$ cat config.mk
export PLATFORM = sky130hd
export DESIGN_NAME = tpic_timer_capture
export DESIGN_NICKNAME = d
export VERILOG_FILES = /design/src/hw/tpic_pkg.sv /design/src/hw/tpic_timer_capture.sv
export VERILOG_INCLUDE_DIRS = /design/src /design/src/hw
export SDC_FILE = /design/constraint.sdc
export NUM_CORES = 1
export LEC_CHECK = 0
export BUFFER_PORTS_ARGS = -buffer_cell sky130_fd_sc_hd__buf_4
export CORE_ASPECT_RATIO = 1.25
export CORE_MARGIN = 8
export CORE_UTILIZATION = 50
export CTS_CLUSTER_DIAMETER = 200
export DETAILED_ROUTE_END_ITERATION = 10
export PLACE_DENSITY_LB_ADDON = 0.1
export SLEW_MARGIN = 20
export SYNTH_ARGS = -nofsm -noshare
export SYNTH_HDL_FRONTEND = slang
export SYNTH_SLANG_ARGS = --single-unit
$ cat constraint.sdc
create_clock -name clock -period 3.9 [get_ports clock]
set_clock_uncertainty 0.1 [all_clocks]
set_input_delay 0.39 -clock clock [delete_from_list [all_inputs] [get_ports clock]]
set_output_delay 0.39 -clock clock [all_outputs]
set_load 0.02 [all_outputs]
$ cat src/hw/tpic_map.svh
`ifndef TPIC_MAP_SVH
`define TPIC_MAP_SVH
// ----------------------------------------------------------------------
// Register word offsets (byte addresses on the bus)
// ----------------------------------------------------------------------
`define TPIC_OFS_LCTL 8'h00
`define TPIC_OFS_UCTL 8'h04
`define TPIC_OFS_LCNT 8'h08
`define TPIC_OFS_UCNT 8'h0C
`define TPIC_OFS_LPER 8'h10
`define TPIC_OFS_UPER 8'h14
`define TPIC_OFS_FLAG 8'h18
`define TPIC_OFS_SYS 8'h1C
`define TPIC_OFS_CH0 8'h20
// ----------------------------------------------------------------------
// Per-channel layout: control at base, buffer at base plus four
// ----------------------------------------------------------------------
`define TPIC_CH_STRIDE 8'h08
`define TPIC_CH_BUF 8'h04
// ----------------------------------------------------------------------
// Timer control fields
// ----------------------------------------------------------------------
`define TPIC_B_RUN 15
`define TPIC_B_SIDL 13
`define TPIC_B_GATE 6
`define TPIC_B_DIVHI 5
`define TPIC_B_DIVLO 4
`define TPIC_B_WIDE 3
`define TPIC_B_CSRC 1
`define TPIC_LCTL_MASK 16'hA07A
`define TPIC_UCTL_MASK 16'hA072
// ----------------------------------------------------------------------
// Capture control fields
// ----------------------------------------------------------------------
`define TPIC_B_BASE 7
`define TPIC_B_IRQHI 6
`define TPIC_B_IRQLO 5
`define TPIC_B_OVF 4
`define TPIC_B_BNE 3
`define TPIC_CCTL_MASK 16'h20E7
// ----------------------------------------------------------------------
// Reset values and prescale counts
// ----------------------------------------------------------------------
`define TPIC_RST_CTL 16'h0000
`define TPIC_RST_PER 16'hFFFF
`define TPIC_DIV8 8'h07
`define TPIC_DIV64 8'h3F
`define TPIC_DIV256 8'hFF
`define TPIC_FIFO_DEPTH 4
`endif

$ cat src/hw/tpic_pkg.sv
package tpic_pkg;
	// Capture trigger modes.
	typedef enum logic [2:0] {
		TPIC_CM_OFF = 3'h0,
		TPIC_CM_BOTH = 3'h1,
		TPIC_CM_FALL = 3'h2,
		TPIC_CM_RISE = 3'h3,
		TPIC_CM_RISE4 = 3'h4,
		TPIC_CM_RISE16 = 3'h5,
		TPIC_CM_UNUSED = 3'h6,
		TPIC_CM_WAKE = 3'h7
	} tpic_cmode_t;
	// Bus answer state.
	typedef enum logic [0:0] {
		TPIC_BS_IDLE = 1'b0,
		TPIC_BS_ACK = 1'b1
	} tpic_bstate_t;
endpackage

$ cat src/hw/tpic_timer_capture.sv
// The address map and the Wishbone interface to the registers were chosen for this implementation.
`timescale 1ns/1ps
`include "tpic_map.svh"
// Functional notes
// - Wide-mode bit in lower control chains both timers into one 32-bit timer.
// - In wide mode upper run, gate, prescale and source bits are ignored.
// - Run bit starts counting when set and stops it when clear.
// - Halt-in-idle bit stops a timer while the device is idle.
// - Gating counts only while gate is high; ignored with external clock.
// - Divide field selects 1:1, 1:8, 1:64 or 1:256 prescale.
// - Source bit selects external rising edges or the internal clock.
// - Wide pair runs in idle only when lower halt-in-idle is clear.
// - Lower count is low word, upper count high word; period likewise.
// - Wide pair uses lower clock and gate; match sets upper flag.
// - A qualifying pin event latches the chosen timer's 16-bit count.
// - Base select 1 captures lower timer, 0 captures upper timer.
// - Mode field picks off, any edge, fall, rise, 4th or 16th rise.
// - Mode 111 is only a rising-edge wake interrupt during sleep or idle.
// - Captures-per-interrupt field fires after 1, 2, 3 or 4 captures.
// - In any-edge mode the per-interrupt count is not used.
// - Each channel buffers captures in a four-word FIFO.
// - Read-only overflow flag sets when a capture overflows the buffer.
// - Buffer-not-empty bit is high while unread captures remain.
// - Capture halt-in-idle stops captures, but not the mode 111 wake, while the CPU idles.
// - A capture pin can wake the device from sleep and idle.
// - Up to eight channels, each with its own time-base choice.
module tpic_timer_capture
	import tpic_pkg::*;
#(
	parameter int NCH = 8
) (
	// System.
	input wire logic clock,
	input wire logic resetn,
	// Classic Wishbone slave.
	input wire logic wb_cyc_i,
	input wire logic wb_stb_i,
	input wire logic wb_we_i,
	input wire logic [7:0] wb_adr_i,
	input wire logic [3:0] wb_sel_i,
	input wire logic [31:0] wb_dat_i,
	output logic [31:0] wb_dat_o,
	output logic wb_ack_o,
	// Device power state and pins.
	input wire logic cpuIdle,
	input wire logic cpuSleep,
	input wire logic lowerGate,
	input wire logic upperGate,
	input wire logic lowerExtCountPin,
	input wire logic upperExtCountPin,
	input wire logic [NCH-1:0] captureInputPin,
	// Events.
	output logic lowerMatchFlag,
	output logic upperMatchFlag,
	output logic [NCH-1:0] captureIrq,
	output logic wakeRequest
);
	// ------------------------------------------------------------------
	// Registers
	// ------------------------------------------------------------------
	logic [15:0] lowerCtl_reg, upperCtl_reg;
	logic [15:0] lowerCount_reg, upperCount_reg;
	logic [15:0] lowerPeriod_reg, upperPeriod_reg;
	logic lowerFlag_reg, upperFlag_reg;
	logic [7:0] lowerDiv_reg, upperDiv_reg;
	logic lowerExtPrev_reg, upperExtPrev_reg;
	tpic_bstate_t busState_reg;
	logic [31:0] rdata_reg;
	logic wakeReq_reg;
	logic [15:0] capCtl_reg [NCH];
	logic [15:0] fifo_reg [NCH][`TPIC_FIFO_DEPTH];
	logic [2:0] fill_reg [NCH];
	logic [1:0] rdPtr_reg [NCH];
	logic [1:0] wrPtr_reg [NCH];
	logic [NCH-1:0] ovf_reg;
	logic [NCH-1:0] pinPrev_reg;
	logic [3:0] preCnt_reg [NCH];
	logic [1:0] irqCnt_reg [NCH];
	logic [NCH-1:0] capIrq_reg;
	// ------------------------------------------------------------------
	// Bus decode
	// ------------------------------------------------------------------
	logic busReq, wrAcc, rdAcc;
	assign busReq = wb_cyc_i && wb_stb_i && busState_reg == TPIC_BS_IDLE;
	assign wrAcc = busReq && wb_we_i;
	assign rdAcc = busReq && !wb_we_i;
	// Byte-lane merge of a 16-bit register; only lanes 0 and 1 matter.
	function automatic logic [15:0] merge16(input logic [15:0] old,
		input logic [15:0] mask);
		return {wb_sel_i[1] ? wb_dat_i[15:8] : old[15:8],
			wb_sel_i[0] ? wb_dat_i[7:0] : old[7:0]} & mask;
	endfunction

	// ------------------------------------------------------------------
	// Timer pair
	// ------------------------------------------------------------------
	logic wide;
	logic [15:0] effUpperCtl;
	assign wide = lowerCtl_reg[`TPIC_B_WIDE];
	// The upper control is replaced wholesale in wide mode.
	assign effUpperCtl = wide ? lowerCtl_reg : upperCtl_reg;

	// Prescale terminal count for a divide field.
	function automatic logic [7:0] divLim(input logic [1:0] sel);
		case (sel)
			2'h0: return 8'h00;
			2'h1: return `TPIC_DIV8;
			2'h2: return `TPIC_DIV64;
			default: return `TPIC_DIV256;
		endcase
	endfunction
	logic lowerExtEdge, upperExtEdge, lowerBase, upperBase;
	logic [7:0] lowerLim, upperLim;
	logic lowerTick, upperTick;
	assign lowerExtEdge = lowerExtCountPin && !lowerExtPrev_reg;
	assign upperExtEdge = upperExtCountPin && !upperExtPrev_reg;
	// External edges ignore the gate bit; the internal clock honours it.
	// The prescaler advances on each source event, even mid-divide.
	assign lowerBase = lowerCtl_reg[`TPIC_B_RUN]
		&& !(lowerCtl_reg[`TPIC_B_SIDL] && cpuIdle)
		&& (lowerCtl_reg[`TPIC_B_CSRC] ? lowerExtEdge
		: (!lowerCtl_reg[`TPIC_B_GATE] || lowerGate));
	assign upperBase = effUpperCtl[`TPIC_B_RUN]
		&& !(effUpperCtl[`TPIC_B_SIDL] && cpuIdle)
		&& (effUpperCtl[`TPIC_B_CSRC] ? upperExtEdge
		: (!effUpperCtl[`TPIC_B_GATE] || upperGate));
	assign lowerLim = divLim(lowerCtl_reg[`TPIC_B_DIVHI:`TPIC_B_DIVLO]);
	assign upperLim = divLim(effUpperCtl[`TPIC_B_DIVHI:`TPIC_B_DIVLO]);
	// A count above a newly chosen smaller limit ends the divide at once,
	// so a prescale change never stalls for a full wrap.
	assign lowerTick = lowerBase && lowerDiv_reg >= lowerLim;
	assign upperTick = upperBase && upperDiv_reg >= upperLim;
	// Prescalers and count-pin edge history; upper prescaler idles if wide.
	always_ff @(posedge clock) begin
		if (!resetn) begin
			lowerExtPrev_reg <= 1'b0;
			upperExtPrev_reg <= 1'b0;
			lowerDiv_reg <= 8'h00;
			upperDiv_reg <= 8'h00;
		end else begin
			lowerExtPrev_reg <= lowerExtCountPin;
			upperExtPrev_reg <= upperExtCountPin;
			if (lowerTick) begin
				lowerDiv_reg <= 8'h00;
			end else if (lowerBase) begin
				lowerDiv_reg <= lowerDiv_reg + 8'h01;
			end
			if (wide || upperTick) begin
				upperDiv_reg <= 8'h00;
			end else if (upperBase) begin
				upperDiv_reg <= upperDiv_reg + 8'h01;
			end
		end
	end

	logic wideMatch, lowerMatch, upperMatch;
	assign wideMatch = {upperCount_reg, lowerCount_reg}
		== {upperPeriod_reg, lowerPeriod_reg};
	assign lowerMatch = lowerCount_reg == lowerPeriod_reg;
	assign upperMatch = upperCount_reg == upperPeriod_reg;

	// Counters; a bus write to a count wins over counting.
	always_ff @(posedge clock) begin
		if (!resetn) begin
			lowerCount_reg <= 16'h0000;
			upperCount_reg <= 16'h0000;
		end else begin
			if (wrAcc && wb_adr_i == `TPIC_OFS_LCNT) begin
				lowerCount_reg <= merge16(lowerCount_reg, 16'hFFFF);
			end else if (lowerTick) begin
				lowerCount_reg <= (wide ? wideMatch : lowerMatch) ? 16'h0000
					: lowerCount_reg + 16'h0001;
			end
			if (wrAcc && wb_adr_i == `TPIC_OFS_UCNT) begin
				upperCount_reg <= merge16(upperCount_reg, 16'hFFFF);
			end else if (wide && lowerTick) begin
				// Lower clock drives the pair; carry from the low word.
				if (wideMatch) begin
					upperCount_reg <= 16'h0000;
				end else if (lowerCount_reg == 16'hFFFF) begin
					upperCount_reg <= upperCount_reg + 16'h0001;
				end
			end else if (!wide && upperTick) begin
				upperCount_reg <= upperMatch ? 16'h0000
					: upperCount_reg + 16'h0001;
			end
		end
	end

	// Match flags; a new match beats a software clear in the same cycle.
	logic lowerSet, upperSet, flagWr;
	assign lowerSet = !wide && lowerTick && lowerMatch;
	assign upperSet = wide ? (lowerTick && wideMatch)
		: (upperTick && upperMatch);
	assign flagWr = wrAcc && wb_adr_i == `TPIC_OFS_FLAG && wb_sel_i[0];
	always_ff @(posedge clock) begin
		if (!resetn) begin
			lowerFlag_reg <= 1'b0;
			upperFlag_reg <= 1'b0;
		end else begin
			lowerFlag_reg <= lowerSet || (lowerFlag_reg
				&& !(flagWr && wb_dat_i[0]));
			upperFlag_reg <= upperSet || (upperFlag_reg
				&& !(flagWr && wb_dat_i[1]));
		end
	end
	assign lowerMatchFlag = lowerFlag_reg;
	assign upperMatchFlag = upperFlag_reg;

	// Timer control and period registers.
	always_ff @(posedge clock) begin
		if (!resetn) begin
			lowerCtl_reg <= `TPIC_RST_CTL;
			upperCtl_reg <= `TPIC_RST_CTL;
			lowerPeriod_reg <= `TPIC_RST_PER;
			upperPeriod_reg <= `TPIC_RST_PER;
		end else if (wrAcc) begin
			case (wb_adr_i)
				`TPIC_OFS_LCTL: lowerCtl_reg <= merge16(lowerCtl_reg,
					`TPIC_LCTL_MASK);
				`TPIC_OFS_UCTL: upperCtl_reg <= merge16(upperCtl_reg,
					`TPIC_UCTL_MASK);
				`TPIC_OFS_LPER: lowerPeriod_reg <= merge16(lowerPeriod_reg,
					16'hFFFF);
				`TPIC_OFS_UPER: upperPeriod_reg <= merge16(upperPeriod_reg,
					16'hFFFF);
				default: ;
			endcase
		end
	end

	// ------------------------------------------------------------------
	// Capture channels
	// ------------------------------------------------------------------
	logic [NCH-1:0] bufRead, ctlWrite, wakeHit;
	genvar g;
	generate
		for (g = 0; g < NCH; g++) begin : gCh
			localparam logic [7:0] CBASE = 8'(`TPIC_OFS_CH0
				+ g * `TPIC_CH_STRIDE);
			tpic_cmode_t mode;
			logic halted, rise, fall, event_, full, push, pop;
			logic [1:0] need;
			assign mode = tpic_cmode_t'(capCtl_reg[g][2:0]);
			assign halted = capCtl_reg[g][`TPIC_B_SIDL] && cpuIdle;
			assign rise = captureInputPin[g] && !pinPrev_reg[g];
			assign fall = !captureInputPin[g] && pinPrev_reg[g];
			assign ctlWrite[g] = wrAcc && wb_adr_i == CBASE;
			assign bufRead[g] = rdAcc
				&& wb_adr_i == CBASE + `TPIC_CH_BUF;
			assign full = fill_reg[g] == 3'(`TPIC_FIFO_DEPTH);
			assign pop = bufRead[g] && fill_reg[g] != 3'h0;
			// Mode 111 only wakes; it never stores a value.
			assign wakeHit[g] = mode == TPIC_CM_WAKE && rise
				&& (cpuSleep || cpuIdle);
			always_comb begin
				event_ = 1'b0;
				case (mode)
					TPIC_CM_BOTH: event_ = rise || fall;
					TPIC_CM_FALL: event_ = fall;
					TPIC_CM_RISE: event_ = rise;
					TPIC_CM_RISE4: event_ = rise && preCnt_reg[g][1:0] == 2'h3;
					TPIC_CM_RISE16: event_ = rise && preCnt_reg[g] == 4'hF;
					default: event_ = 1'b0;
				endcase
				event_ = event_ && !halted;
			end
			// A capture into a full store is dropped and flagged, unless a buffer read frees a word in the same cycle.
			assign push = event_ && (!full || pop);
			assign need = capCtl_reg[g][`TPIC_B_IRQHI:`TPIC_B_IRQLO];
			// Edge history and rising-edge prescale count.
			always_ff @(posedge clock) begin
				if (!resetn) begin
					pinPrev_reg[g] <= 1'b0;
					preCnt_reg[g] <= 4'h0;
				end else begin
					pinPrev_reg[g] <= captureInputPin[g];
					if (ctlWrite[g] || mode < TPIC_CM_RISE4) begin
						preCnt_reg[g] <= 4'h0;
					end else if (rise && !halted) begin
						preCnt_reg[g] <= preCnt_reg[g] + 4'h1;
					end
				end
			end

			// Four-word store; the captured word follows base select.
			always_ff @(posedge clock) begin
				if (!resetn) begin
					rdPtr_reg[g] <= 2'h0;
					wrPtr_reg[g] <= 2'h0;
					fill_reg[g] <= 3'h0;
				end else begin
					if (push) begin
						fifo_reg[g][wrPtr_reg[g]] <= capCtl_reg[g][`TPIC_B_BASE]
							? lowerCount_reg : upperCount_reg;
						wrPtr_reg[g] <= wrPtr_reg[g] + 2'h1;
					end
					rdPtr_reg[g] <= rdPtr_reg[g] + 2'(pop);
					fill_reg[g] <= fill_reg[g] + 3'(push) - 3'(pop);
				end
			end

			// Overflow: set wins; cleared once the store reads empty.
			always_ff @(posedge clock) begin
				if (!resetn) begin
					ovf_reg[g] <= 1'b0;
				end else if (event_ && full && !pop) begin
					ovf_reg[g] <= 1'b1;
				end else if (pop && fill_reg[g] == 3'h1) begin
					ovf_reg[g] <= 1'b0;
				end
			end

			// Interrupt pulse after the chosen number of captures.
			always_ff @(posedge clock) begin
				if (!resetn) begin
					irqCnt_reg[g] <= 2'h0;
					capIrq_reg[g] <= 1'b0;
				end else begin
					capIrq_reg[g] <= wakeHit[g];
					if (ctlWrite[g]) begin
						irqCnt_reg[g] <= 2'h0;
					end else if (push) begin
						if (mode == TPIC_CM_BOTH || irqCnt_reg[g] == need) begin
							capIrq_reg[g] <= 1'b1;
							irqCnt_reg[g] <= 2'h0;
						end else begin
							irqCnt_reg[g] <= irqCnt_reg[g] + 2'h1;
						end
					end
				end
			end

			// Channel control register.
			always_ff @(posedge clock) begin
				if (!resetn) begin
					capCtl_reg[g] <= `TPIC_RST_CTL;
				end else if (ctlWrite[g]) begin
					capCtl_reg[g] <= merge16(capCtl_reg[g], `TPIC_CCTL_MASK);
				end
			end
		end
	endgenerate
	assign captureIrq = capIrq_reg;

	// Wake request is a one-cycle pulse on a wake-mode rising edge during sleep or idle.
	always_ff @(posedge clock) begin
		if (!resetn) begin
			wakeReq_reg <= 1'b0;
		end else begin
			wakeReq_reg <= |wakeHit;
		end
	end
	assign wakeRequest = wakeReq_reg;

	// ------------------------------------------------------------------
	// Read mux and acknowledge
	// ------------------------------------------------------------------
	logic [15:0] rmux;
	always_comb begin
		rmux = 16'h0000;
		case (wb_adr_i)
			`TPIC_OFS_LCTL: rmux = lowerCtl_reg;
			`TPIC_OFS_UCTL: rmux = upperCtl_reg;
			`TPIC_OFS_LCNT: rmux = lowerCount_reg;
			`TPIC_OFS_UCNT: rmux = upperCount_reg;
			`TPIC_OFS_LPER: rmux = lowerPeriod_reg;
			`TPIC_OFS_UPER: rmux = upperPeriod_reg;
			`TPIC_OFS_FLAG: rmux = {14'h0000, upperFlag_reg, lowerFlag_reg};
			`TPIC_OFS_SYS: rmux = {15'h0000, cpuIdle};
			default: rmux = 16'h0000;
		endcase
		for (int i = 0; i < NCH; i++) begin
			if (wb_adr_i == 8'(`TPIC_OFS_CH0 + i * `TPIC_CH_STRIDE)) begin
				rmux = capCtl_reg[i];
				rmux[`TPIC_B_OVF] = ovf_reg[i];
				rmux[`TPIC_B_BNE] = fill_reg[i] != 3'h0;
			end
			if (bufRead[i]) begin
				rmux = fifo_reg[i][rdPtr_reg[i]];
			end
		end
	end

	// One answer per request, registered a cycle later; no request is taken in the ack cycle.
	always_ff @(posedge clock) begin
		if (!resetn) begin
			busState_reg <= TPIC_BS_IDLE;
			rdata_reg <= 32'h0000_0000;
		end else begin
			busState_reg <= busReq ? TPIC_BS_ACK : TPIC_BS_IDLE;
			if (busReq) begin
				rdata_reg <= {16'h0000, rmux};
			end
		end
	end
	assign wb_ack_o = busState_reg == TPIC_BS_ACK;
	assign wb_dat_o = rdata_reg;
endmodule // tpic_timer_capture

==> impl_metrics.csv <==
group,metric,value,unit
setup_path,end_kind,"flop",
setup_path,critPathBufInv,1,
finish,fillCellCount,6128,
clock_network,post_cts_buffers,0,
clock_network,clockBufferDepth,3,
floorplanning,dieArea,86080,sq um
finish,nets,3332,
finish,area_growth,13.98,%
clock_network,cts-root-buf,"clkbuf_16",
floorplanning,start_util,0.5055,
setup_path,critPathLaunchType,"flop",
place,place.gp.congestion,0.9441,
logic_synthesis,synthArstFlopShare,0,
setup_path,cp_max_fo,11,
clock_network,htree_levels,3,
clock_network,insertion_delay,660,ps
power_and_ir_drop,combPwrFrac,0.045,
clock_network,clk_pin_slew,60,ps
routing,num_vias,26300,
setup_path,reg2reg_to,"lowerCount_reg[10]$_SDFFE_PN0P_",
logic_synthesis,synth_cell_types,88,
routing,drt-initial-drc-count,2719,
sta,rsz0062_at_grt,"false",
power_and_ir_drop,power.leakage,15.33,nW
sta,tightest_slew,1015,ps
logic_synthesis,synth_edf_count,632,
power_and_ir_drop,p_per_area,430.4,nW/um^2
floorplanning,die_w,264.0,um
place,dp_cells,4026,
finish,layout.cells.non_filler,4211,
clock_network,cts_tree,"yes",
place,place_hpwl,83.44,mm
sta,slew_violations,0,
sta,fin_hold_ws,101.1,ps
logic_synthesis,ys_seq_elements,811,
worst_hold_path,hold_start,"resetn",
clock_network,cts.sinks,811,
routing,viasPerCell,6.246,
routing,drt_wl_total,118.3,mm
finish,seq_area,22560,sq um
sta,clock.fmax,0.2913,GHz
setup_path,crit_chain,"nand2_1 -> ha_1 -> nand4_1 -> a2111o_1 -> nor4_1 -> nor2_1 -> buf_4 -> o21ai_1 -> o21ai_0 -> a21oi_1",
clock_network,cts_buffers,84,
global_route,grt_pass1_wl,172.3,mm
sta,fin_crit_sh,0.8801,
finish,layout_commonest_cell,"edfxtp_1",
finish,mostFrequentLayoutCells,"632 x edfxtp_1, 256 x nor2_1, 244 x nand2_1, 235 x buf_4, 179 x dfxtp_1",
setup_path,arrival,3920,ps
global_route,track_usage,0.2681,
sta,min_period,3433,ps
clock_network,ctsResizeCount,0,
place,pre_cts_ws,452.4,ps
run,cap_violations,0,
floorplanning,row_count,113,
worst_hold_path,hold_depth,3,
worst_hold_path,hold_path.class,"in2reg",
power_and_ir_drop,p_seq_frac,0.504,
logic_synthesis,seq_area_frac_synth,0.5868,
sta,setup_viol,0,
power_and_ir_drop,switching_share,0.2202,
place,numPortBuffers,72,
setup_path,r2r_cells,10,
floorplanning,fp.dieH,326.0,um
power_and_ir_drop,clkPwrFrac,0.451,
sta,hold_viol_final,0,
global_route,grt-ovfl-total,0,
power_and_ir_drop,irDropWorstVdd,0.0003511,V
routing,ant_nets,0,
setup_path,cp_slowest_stage_delay,640,ps
routing,first_pass_iters,6,
run_status,status,"completed",
logic_synthesis,yosys_most_used_dff,"edfxtp_1",
routing,routedWlPerCell,28.10,um
floorplanning,coreArea,76070,sq um
sta,slew-limit-headroom,0.3236,
finish,drive_gt1_frac,0.2060,
setup_path,r2r_slack,470,ps
setup_path,reg2reg_from,"lowerCtl_reg[5]$_SDFFE_PN0P_",
global_route,grt_pass1_vias,26030,
global_route,grt_max_degree,142,
finish,largest_register_ff_count,512,
sta,layout_setup_ws,467.5,ps
floorplanning,pin_count,107,
setup_path,crit_family,"compound AO/OA/AOI/OAI gates",
setup_path,cpMaxStageDelayCell,"o21ai_1",
finish,multiInputGateArea,14710,sq um
finish,fin_util,0.5761,
logic_synthesis,avgSynthCellArea,12.79,sq um
logic_synthesis,syn_area,38450,sq um
worst_hold_path,hold_end,"captureIrq[6]$_SDFF_PN0_",
logic_synthesis,yosys_warnings,0,
global_route,antenna_found_initial,2,
setup_path,path_class,"reg2reg",
logic_synthesis,syn_inst,3007,
routing,drcViolationCount,0,
sta,setup_tns,0,ps
power_and_ir_drop,power.internal,14.71,mW
power_and_ir_drop,p_switching,4.153,mW
setup_path,cp.required,4390,ps
[stage by stage]
step           area (sq um)  total power [mW]
5_1_grt               43820             19.36
3_5_place_dp          40620             10.51
4_1_cts               43820             18.97
2_1_floorplan         38510             10.16
6_report              43820             18.86
3_3_place_gp          40620             10.47
[final cells by class]
| class | count | area share |
|---|---|---|
| Antenna cell | 1 | 0.00005710 |
| Inverter | 92 | 0.007908 |
| Timing Repair Buffer | 262 | 0.04665 |
| Clock inverter | 50 | 0.01447 |
| Sequential cell | 811 | 0.5148 |
| Tap cell | 977 | 0.02789 |
| Multi-Input combinational cell | 1910 | 0.3356 |
| Clock buffer | 108 | 0.05259 |
[what timing repair did]
action,in CTS,in global routing
endpoints found under the hold margin,67,0
hold buffers,26,0
setup endpoints to repair,0,0
[metal layers]
metal,vias up,track usage,share of wire
li1,11620,-,-
met1,13260,0.3538,0.40
met2,1153,0.4305,0.47
met3,274,0.04418,0.074
met4,0,0.1294,0.052
met5,-,0,0
[kinds of logic (layout without fill, tap and decap cells)]
logic type | after synthesis | count (layout) | share of synthesized area
other cells | 1 | 17 | 0.00009753
compound gates | 482 | 482 | 0.08093
simple gates | 901 | 901 | 0.1146
buf+inv | 301 | 512 | 0.03368
flops | 811 | 811 | 0.5868
fa+ha+maj | 108 | 108 | 0.03671
xor+xnor | 120 | 120 | 0.02733
mux | 283 | 283 | 0.1198
[worst register-to-register path, cell delays in order, from the launching register on]
cell	delay (ps)
dfxtp_1	460
nand2_1	120
ha_1	330
nand4_1	110
a2111o_1	400
nor4_1	500
nor2_1	140
buf_4	210
o21ai_1	640
o21ai_0	190
a21oi_1	170
[worst max path at each step]
| stage | start | endpoint | slack (ps) | cells after the start |
|---|---|---|---|---|
| finish | lowerCtl_reg[5]$_SDFFE_PN0P_ | lowerCount_reg[10]$_SDFFE_PN0P_ | 470 | 10 |
| CTS | lowerCtl_reg[5]$_SDFFE_PN0P_ | lowerCount_reg[0]$_SDFFE_PN0P_ | 480 | 9 |
| global route | lowerCtl_reg[5]$_SDFFE_PN0P_ | lowerCount_reg[10]$_SDFFE_PN0P_ | 280 | 10 |
| floorplan | lowerCtl_reg[3]$_SDFFE_PN0P_ | upperCount_reg[9]$_SDFFE_PN0P_ | 870 | 13 |
| detailed placement | wb_adr_i[2] | fill_reg[1][8]$_SDFF_PN0_ | 450 | 12 |
| global placement | wb_adr_i[2] | fill_reg[1][8]$_SDFF_PN0_ | 440 | 12 |
[cell usage after synthesis, types with 56 or more instances]
cell      instances  area [sq um]
nor2_1          256         960.9
buf_2            56         280.3
a21oi_1         106         530.5
mux2_2          128          1441
o21ai_0         127         635.6
nand2_1         244         915.9
and3_1           58         362.9
nand3_1         126         630.6
clkbuf_1        119         446.7
xor2_1           69         604.3
inv_1            92         345.3
mux4_2          129          2905
ha_1            100          1251
dfxtp_1         179          3583
edfxtp_1        632         18980
[power groups by stage]
stage	Clock (mW)	Combinational (mW)	Sequential, mW
floorplan	0	0.495	9.66
global placement	0	0.790	9.68
detailed placement	0	0.812	9.70
CTS	8.61	0.839	9.51
global route	8.93	0.907	9.53
finish	8.50	0.847	9.51
No activity file was read; power rests on OpenSTA's default activity.
